$ cat config.mk
export PLATFORM = sky130hd
export DESIGN_NAME = ewg_wait_gen
export DESIGN_NICKNAME = d
export VERILOG_FILES = /design/src/rtl/ewg_pkg.sv /design/src/rtl/ewg_counter.sv /design/src/rtl/ewg_wait_gen.sv
export SDC_FILE = /design/constraint.sdc
export NUM_CORES = 1
export LEC_CHECK = 0
export BUFFER_PORTS_ARGS = -buffer_cell sky130_fd_sc_hd__buf_2
export CAP_MARGIN = 20
export CORE_AREA = 2 2 68 70
export DETAILED_ROUTE_END_ITERATION = 8
export DIE_AREA = 0 0 70 72
export GPL_ROUTABILITY_DRIVEN = 0
export PLACE_DENSITY = 0.89
export SLEW_MARGIN = 20
export SYNTH_ARGS = -nofsm -noshare
export SYNTH_HDL_FRONTEND = slang
export SYNTH_SLANG_ARGS = --single-unit
$ cat constraint.sdc
create_clock -name ref_clk -period 2.8 [get_ports ref_clk]
set_input_delay 0.56 -clock ref_clk [delete_from_list [all_inputs] [get_ports ref_clk]]
set_output_delay 0.56 -clock ref_clk [all_outputs]
set_load 0.005 [all_outputs]
$ cat src/rtl/ewg_pkg.sv
package ewg_pkg;
   // register indices and byte addresses
   localparam logic [7:0] EWG_CNT_IDX = 8'h28;
   localparam logic [7:0] EWG_MUL_IDX = 8'h2b;
   localparam logic [9:0] EWG_CNT_ADDR = {EWG_CNT_IDX, 2'b00};
   localparam logic [9:0] EWG_MUL_ADDR = {EWG_MUL_IDX, 2'b00};
   // field positions in region_wait_counts
   localparam int EWG_XPD_BIT = 15;
   localparam int EWG_IO_LSB = 12;
   localparam int EWG_DHI_LSB = 9;
   localparam int EWG_DLO_LSB = 6;
   localparam int EWG_PHI_LSB = 3;
   localparam int EWG_PLO_LSB = 0;
   localparam int EWG_DBL_BIT = 0;
   // reset values: seven waits everywhere, no doubling
   localparam logic [15:0] EWG_CNT_RST = 16'h7fff & 16'h7fff;
   localparam logic [15:0] EWG_MUL_RST = 16'h0000;
   localparam logic [3:0] EWG_MAX_WAIT = 4'he;
   // access spaces
   typedef enum logic [1:0] {
      EWG_SP_PROG = 2'b00,
      EWG_SP_DATA = 2'b01,
      EWG_SP_IO = 2'b10
   } ewg_space_t;
   typedef enum logic [1:0] {
      EWG_IDLE = 2'b00,
      EWG_WAIT = 2'b01,
      EWG_DONE = 2'b10
   } ewg_state_t;
endpackage

$ cat src/rtl/ewg_counter.sv
`timescale 1ns/1ns
// cycle counter that holds the bus cycle for a loaded number of waits
module ewg_counter
   import ewg_pkg::*;
#(
   parameter int WIDTH = 4
) (
   // clock and reset
   input wire logic ref_clk,
   input wire logic resetn,
   // control
   input wire logic load,
   input wire logic [WIDTH-1:0] load_val,
   // status
   output logic busy,
   output logic [WIDTH-1:0] count
);
   typedef struct packed {
      logic [WIDTH-1:0] cnt;
   } ewg_cnt_state_t;
   ewg_cnt_state_t st_reg;
   ewg_cnt_state_t st_next;

   // load wins over the running decrement
   always_comb begin
      st_next = st_reg;
      if (load) begin
         st_next.cnt = load_val;
      end else if (st_reg.cnt != '0) begin
         st_next.cnt = st_reg.cnt - WIDTH'(1);
      end
   end

   always_ff @(posedge ref_clk) begin
      if (!resetn) begin
         st_reg <= '0;
      end else begin
         st_reg <= st_next;
      end
   end

   assign busy = (st_reg.cnt != '0);
   assign count = st_reg.cnt;
endmodule

$ cat src/rtl/ewg_wait_gen.sv
`timescale 1ns/1ns
//////////////////////////////////////////////////////////////////////////////
module ewg_wait_gen
   import ewg_pkg::*;
#(
   parameter int ADDR_W = 23
) (
   // clock and reset
   input wire logic ref_clk,
   input wire logic resetn,
   // register port
   input wire logic [9:0] reg_addr,
   input wire logic [15:0] reg_wdata,
   input wire logic reg_wr,
   input wire logic reg_rd,
   output logic [15:0] reg_rdata,
   // access request from the core
   input wire logic acc_req,
   input wire logic [1:0] acc_space,
   input wire logic [ADDR_W-1:0] acc_addr,
   // access progress
   output logic acc_busy,
   output logic acc_done,
   output logic [3:0] acc_waits,
   output logic gen_clk_gated
);

   typedef struct packed {
      logic [15:0] cnt_reg;
      logic dbl_reg;
      logic [15:0] rdata;
      ewg_state_t state;
      logic [3:0] waits;
   } ewg_state_all_t;

   ewg_state_all_t st_reg;
   ewg_state_all_t st_next;

   logic [2:0] base_cnt;
   logic [3:0] scaled_cnt;
   logic all_zero;
   logic cnt_load;
   logic cnt_busy;
   logic [3:0] cnt_val;
   logic xpd;

   //////////////////////////////////////////////////////////////////////////
   // region decode
   assign xpd = st_reg.cnt_reg[EWG_XPD_BIT];

   // pick the base count for the access space and region
   always_comb begin
      base_cnt = st_reg.cnt_reg[EWG_PLO_LSB +: 3];
      unique case (acc_space)
         EWG_SP_IO: begin
            base_cnt = st_reg.cnt_reg[EWG_IO_LSB +: 3];
         end
         EWG_SP_DATA: begin
            if (acc_addr[15]) begin
               base_cnt = st_reg.cnt_reg[EWG_DHI_LSB +: 3];
            end else begin
               base_cnt = st_reg.cnt_reg[EWG_DLO_LSB +: 3];
            end
         end
         EWG_SP_PROG: begin
            // extended decode ignores the upper field entirely
            if (!xpd && acc_addr[15]) begin
               base_cnt = st_reg.cnt_reg[EWG_PHI_LSB +: 3];
            end else begin
               base_cnt = st_reg.cnt_reg[EWG_PLO_LSB +: 3];
            end
         end
         default: begin
            // the spare space code decodes exactly like program space
            if (!xpd && acc_addr[15]) begin
               base_cnt = st_reg.cnt_reg[EWG_PHI_LSB +: 3];
            end else begin
               base_cnt = st_reg.cnt_reg[EWG_PLO_LSB +: 3];
            end
         end
      endcase
   end

   // doubling by shift, max 14
   assign scaled_cnt = st_reg.dbl_reg ? {base_cnt, 1'b0} : {1'b0, base_cnt};

   // the upper program field counts only when it can be selected
   assign all_zero = (st_reg.cnt_reg[14:6] == 9'h000)
      && (st_reg.cnt_reg[2:0] == 3'h0)
      && (xpd || st_reg.cnt_reg[5:3] == 3'h0);

   //////////////////////////////////////////////////////////////////////////
   // state update
   always_comb begin
      st_next = st_reg;
      cnt_load = 1'b0;
      st_next.rdata = 16'h0000;
      if (reg_wr) begin
         if (reg_addr == EWG_CNT_ADDR) begin
            st_next.cnt_reg = reg_wdata;
         end
         if (reg_addr == EWG_MUL_ADDR) begin
            st_next.dbl_reg = reg_wdata[EWG_DBL_BIT]; // upper bits dropped
         end
      end
      if (reg_rd) begin
         if (reg_addr == EWG_CNT_ADDR) begin
            st_next.rdata = st_reg.cnt_reg;
         end else if (reg_addr == EWG_MUL_ADDR) begin
            st_next.rdata = {15'h0000, st_reg.dbl_reg};
         end
      end
      unique case (st_reg.state)
         EWG_IDLE: begin
            if (acc_req) begin
               st_next.waits = scaled_cnt;
               // zero waits skip the counter, which then never toggles
               if (scaled_cnt == 4'h0 || all_zero) begin
                  st_next.state = EWG_DONE;
               end else begin
                  cnt_load = 1'b1;
                  st_next.state = EWG_WAIT;
               end
            end
         end
         EWG_WAIT: begin
            // ready-line extension lies outside this block
            if (cnt_val == 4'h1) begin
               st_next.state = EWG_DONE;
            end
         end
         EWG_DONE: begin
            st_next.state = EWG_IDLE;
         end
         default: begin
            st_next.state = EWG_IDLE;
         end
      endcase
   end

   always_ff @(posedge ref_clk) begin
      if (!resetn) begin
         st_reg.cnt_reg <= EWG_CNT_RST; // seven everywhere
         st_reg.dbl_reg <= EWG_MUL_RST[EWG_DBL_BIT];
         st_reg.rdata <= 16'h0000;
         st_reg.state <= EWG_IDLE;
         st_reg.waits <= 4'h0;
      end else begin
         st_reg <= st_next;
      end
   end

   //////////////////////////////////////////////////////////////////////////
   // wait counter
   ewg_counter #(
      .WIDTH(4)
   ) u_cnt (
      .ref_clk(ref_clk),
      .resetn(resetn),
      .load(cnt_load),
      .load_val(scaled_cnt),
      .busy(cnt_busy),
      .count(cnt_val)
   );

   assign reg_rdata = st_reg.rdata;
   assign acc_busy = (st_reg.state == EWG_WAIT);
   assign acc_done = (st_reg.state == EWG_DONE);
   assign acc_waits = st_reg.waits;
   assign gen_clk_gated = all_zero;
endmodule

==> reports/metrics.cfg, run 1 <==
[logic_synthesis]
ys_warn_count = 0
syn_area_sq_um = 1990
syn_inst = 210
synth_fp_nets = 271
yosysTopAreaCell = dfxtp_1
ys_seq_elements = 43
synth_edf_count = 0
synthArstFlopShare_pct = 0
synth_area_per_cell_sq_um = 9.49
synthTopCellsByArea = dfxtp_1 (43%), mux2i_1 (8.5%), buf_4 (7.5%), and2_1 (4.7%), nand2_1 (4.0%)
synth_ff_type = dfxtp_1
yosysTopAreaCellShare_pct = 43.2
synth_cell_types = 41
ys_seq_area_share_pct = 43.2

[min_path]
hold_depth = 2
min_to = acc_waits[3]$_SDFFE_PN0P_
hp-class = register to register
min_from = acc_waits[3]$_SDFFE_PN0P_

[cts]
holdBufCountCts = 0
cts_post_setup_buffers_inserted = 0
insertion_delay_ns = 0.30
root_buffer = clkbuf_8
cts.sinks = 43
cts.htree.levels = 2
numCtsBuffers = 5
clkSlewWorstSetupHoldPaths_ns = 0.07
cts_tree = done
cts_max_path_buffers = 2
ctsResizeCount = 0

[timing]
max_freq_ghz = 0.474
finalHoldViolCount = 0
period_needed_ns = 2.11
fin_crit_sh_pct = 75.4
fin_hold_ws_ns = 0.454
fin_skew_ns = 0.00337
worst_slew_margin_rel_pct = 70.9
setup_viol = 0
worst_pin_slew_ns = 0.435
rsz0062_at_grt = false
timing.setup.tns_ns = 0
maxSlewViolCount = 0

[worst_setup_path]
startpoint_type = primary input
r2r_setup_slack_ns = 0.80
r2r_end = u_cnt.count[3]$_SDFFE_PN0P_
r2r_cells = 6
critPathRequiredTime_ns = 3.00
worstPathArrival_ns = 2.31
cp_slowest_stage_delay_ns = 0.40
crit_chain = buf_2 -> mux2_2 -> a221o_1 -> a222oi_1 -> buf_4 -> o21ai_1 -> a221oi_1
path_max_fanout = 8
r2r_start = st_reg[30]$_SDFFE_PN1P_
crit_path_end_kind = register
critPathKind = primary input to register
cpMaxStageDelayCell = a221o_1

[finish]
area_delta_synth_final_pct = 13.4
fin_area_sq_um = 2260
num-nets-final = 310
largest_reg_flops = 19
antenna_cells = 0
layout.cells.most_common = buf_2
drive_gt1_share_pct = 28.8
final_cell_mix = buf_2 (56), dfxtp_1 (43), nand2_1 (21), mux2i_1 (17), and2_1 (15)

[floorplan]
coreArea_sq_um = 4260
pin_count = 79
start_util_pct = 46.7
die_x_um = 70
fp-row-count = 24
die_h_um = 72
dieArea_sq_um = 5040

[drt]
ant_nets = 0
wirelength_mm = 4.06
drt-initial-drc-count = 56
drcViolationCount = 0
firstDrtPassIters = 5
viasPerCell = 5.29
avgRoutedWirePerCell_um = 13.5
num_vias = 1599

[run]
maxCapViolCount = 0

[place]
placed_cell_area_sq_um = 2180
io_buffers = 56
dp_hpwl_mm = 3.06

[global_routing]
grt_pass1_vias = 1535
antenna_found_initial = 0
grt_pass1_wl_mm = 7.02
overflow = 0
gr-usage-all-layers_pct = 17.2
grt_max_degree = 20

[power]
irDropWorstVdd_mv = 0.338
total_power_mw = 1.33
power.density_nw_per_um2 = 587
p_leak_nw = 1.15

[outcome]
status = complete, no violations

==> report_power, final <==
group	switching (mW)	internal (mW)	total [mW]
registers	0.0257	0.643	0.668
clock network	0.206	0.171	0.376
logic	0.157	0.126	0.283
==> metal layers <==
layer / vias up / part of all wire (%) / GRT usage (%)
met5: - / 0 / 0
met1: 733 / 45 / 21.0
li1: 804 / - / -
met4: 0 / 2.0 / 8.55
met2: 56 / 47 / 28.0
met3: 6 / 6.4 / 5.00
==> kinds of logic (layout without fill, tap and decap cells) <==
group	Yosys count	in the layout	share of synthesized area, %
AOI/OAI and AO/OA	31	31	12.1
DFF	43	43	43.2
muxes	20	20	10.4
xor gates and xnor gates	2	2	0.879
buffers and inverters	35	75	10.7
and+or+nand+nor	74	74	19.5
adders and majority gates	5	5	3.14
==> synthesized netlist by cell type, types with 3 or more instances <==
cell / number
ha_1: 5
clkbuf_1: 6
a221o_1: 5
nor2_1: 9
and2_1: 15
buf_4: 20
nor4_1: 6
nand2_1: 21
nand3_1: 6
mux2i_1: 17
nor3_1: 3
o211ai_1: 4
nand3b_1: 5
dfxtp_1: 43
a21oi_1: 7
inv_1: 7
nor2b_1: 3
==> critical path: cells and delay by family <==
family / cells / cell delay, ns
compound gates: 4 / 1.04
mux: 1 / 0.35
buf+inv: 2 / 0.36
==> worst max-delay path by stage <==
stage,from,to,depth (start not counted)
finish,acc_addr[15],u_cnt.count[3]$_SDFFE_PN0P_,7
global route,acc_addr[15],u_cnt.count[3]$_SDFFE_PN0P_,7
CTS,acc_addr[15],u_cnt.count[1]$_SDFFE_PN0P_,7
detailed placement,acc_addr[15],u_cnt.count[1]$_SDFFE_PN0P_,7
global placement,acc_addr[15],u_cnt.count[1]$_SDFFE_PN0P_,7
floorplan,acc_addr[15],u_cnt.count[1]$_SDFFE_PN0P_,6
==> layout make-up <==
class	count	area (sq um)
clock buffers	5	68.8
clock inverters	3	15.0
fillers	403	2000
inverters	8	30.0
multi-input cells	132	918
flip-flops and latches	43	861
well taps	52	65.1
repair buffers	59	303
==> metrics by stage <==
stage / std cells / util, % / worst slack (ns)
detailed placement: 294 / 51.1 / 0.403
floorplan: 210 / - / 0.306
global route: 302 / 53.0 / 0.614
CTS: 302 / 53.0 / 0.702
global placement: 294 / 51.1 / 0.406
finish: 302 / 53.0 / 0.689
Note: power is estimated with default switching activity, not from simulation.
==> run 2: changes to the inputs <==
clock period = 2.2 ns   (was 2.8 ns; I/O delays follow)
==> run 2 against run 1 <==
  * Sequential power grew 27%
  * First-iteration DRC count is 41% higher
  * Clock skew hardly changed
  * Final cell count rose by 0.99%
  * Critical path type unchanged
  * Largest power group unchanged
  * Total power increased by 28%
  * Via count grew 0.88%
  * Setup slack lost 0.42 ns
  * Cell area grew 1.5%
  * Hold slack got worse by 0.095 ns
  * Utilization rose by 0.79 points
  * Routed wire length is 0.74% lower
  * Register-to-register slack got worse by 0.52 ns
==> reports/metrics.cfg, run 2 (same netlist as run 1, synthesis figures left out) <==
[outcome]
status = complete, no violations

[place]
dp_hpwl_mm = 3.18
io_buffers = 56
dp_cells = 298
preCtsSetupSlack_ns = -0.0316
placed_cell_area_sq_um = 2210

[worst_setup_path]
startpoint_type = primary input
crit_path_end_kind = register
path_max_fanout = 8
critPathKind = primary input to register
worstPathArrival_ns = 2.12
critPathRequiredTime_ns = 2.39

[timing]
finalHoldViolCount = 0
maxSlewViolCount = 0
worst_pin_slew_ns = 0.384
fin_hold_ws_ns = 0.359
fin_crit_sh_pct = 87.7
fin_skew_ns = 0.00325
worst_slew_margin_rel_pct = 74.3
rsz0062_at_grt = false
max_freq_ghz = 0.518
setup_viol = 0
final.setup.worst_slack_ns = 0.270
period_needed_ns = 1.93

[drt]
drcViolationCount = 0
drt-initial-drc-count = 79
num_vias = 1613
met3WireLength_um = 272
viasPerCell = 5.29
ant_nets = 0
highest_layer = met4
avgRoutedWirePerCell_um = 13.2
wl_met1_mm = 1.82
dr_wl_met2_mm = 1.90
wirelength_mm = 4.03
firstDrtPassIters = 4

[global_routing]
antenna_found_initial = 0
gr-usage-all-layers_pct = 16.0
grt_pass1_wl_mm = 6.44
grt_pass1_vias = 1429
overflow = 0
grt_max_degree = 20

[min_path]
hp-class = primary input to register

[power]
irDropWorstVdd_mv = 0.317
power.density_nw_per_um2 = 742
p_leak_nw = 1.17

[cts]
insertion_delay_ns = 0.29
cts_max_path_buffers = 2
cts_post_setup_buffers_inserted = 0
cts.sinks = 43
numCtsBuffers = 5
clkSlewWorstSetupHoldPaths_ns = 0.07
ctsResizeCount = 0
holdBufCountCts = 0
root_buffer = clkbuf_8
cts.htree.levels = 2
cts_tree = done

[floorplan]
start_util_pct = 46.7
fp-row-count = 24
die_h_um = 72
die_x_um = 70
dieArea_sq_um = 5040
coreArea_sq_um = 4260
pin_count = 79

[finish]
drive_gt1_share_pct = 29.6
layout.cells.most_common = buf_2
register_area_sq_um = 861
area_delta_synth_final_pct = 15.1
antenna_cells = 0
largest_reg_flops = 19
final_cell_mix = buf_2 (56), dfxtp_1 (43), nand2_1 (21), mux2i_1 (17), and2_1 (15)
multi_input_area_sq_um = 918
fin_cells = 305
num-nets-final = 314
fin_area_sq_um = 2290
n_fill_cell = 409

[run]
maxCapViolCount = 0

run 2: layer usage:
| layer | vias up | track usage (%) |
|---|---|---|
| li1 | 812 | - |
| met1 | 737 | 20.5 |
| met2 | 60 | 26.2 |
| met3 | 4 | 4.72 |
| met4 | 0 | 5.13 |
| met5 | - | 0 |
run 2: area by class of cell:
| cell class | instances | share of cell area, % |
|---|---|---|
| flip-flops and latches | 43 | 37.5 |
| multi-input cells | 132 | 40.0 |
| repair buffers | 63 | 14.5 |
| well taps | 52 | 2.84 |
| clock buffers | 6 | 3.60 |
| clock inverters | 1 | 0.218 |
| inverters | 8 | 1.31 |
run 2: worst paths after layout:
path,cells after the start,to,slack (ns),start
worst max-delay path,8,u_cnt.count[3]$_SDFFE_PN0P_,0.27,acc_space[0]
worst min-delay path,3,st_reg[36]$_SDFFE_PN1P_,0.36,reg_wdata[13]
worst max register to register,6,u_cnt.count[3]$_SDFFE_PN0P_,0.28,st_reg[30]$_SDFFE_PN1P_
worst min register to register,2,acc_waits[3]$_SDFFE_PN0P_,0.45,acc_waits[3]$_SDFFE_PN0P_
run 2: per-stage QoR:
step                      setup TNS (ns)  util, %  total power [mW]
after floorplan                   -0.542        -              1.13
final                                  0     53.8              1.70
after detailed placement         -0.0687     51.8              1.23
after CTS                              0     53.8              1.71
after global placement                 0     51.8              1.21
after global routing                   0     53.8              1.79
run 2: critical path, cell delays in order:
cell	delay (ns)
buf_2	0.09
inv_1	0.04
ha_1	0.35
a221o_1	0.30
a222oi_1	0.34
buf_4	0.21
o21ai_1	0.08
a221oi_1	0.25
run 2: power breakdown:
part           leakage (nW)  switching, mW  internal, mW  total [mW]
sequential            0.349         0.0324         0.818       0.850
combinational         0.771          0.194         0.167       0.361
clock                0.0470          0.246         0.246       0.492
total                  1.17          0.473          1.23        1.70
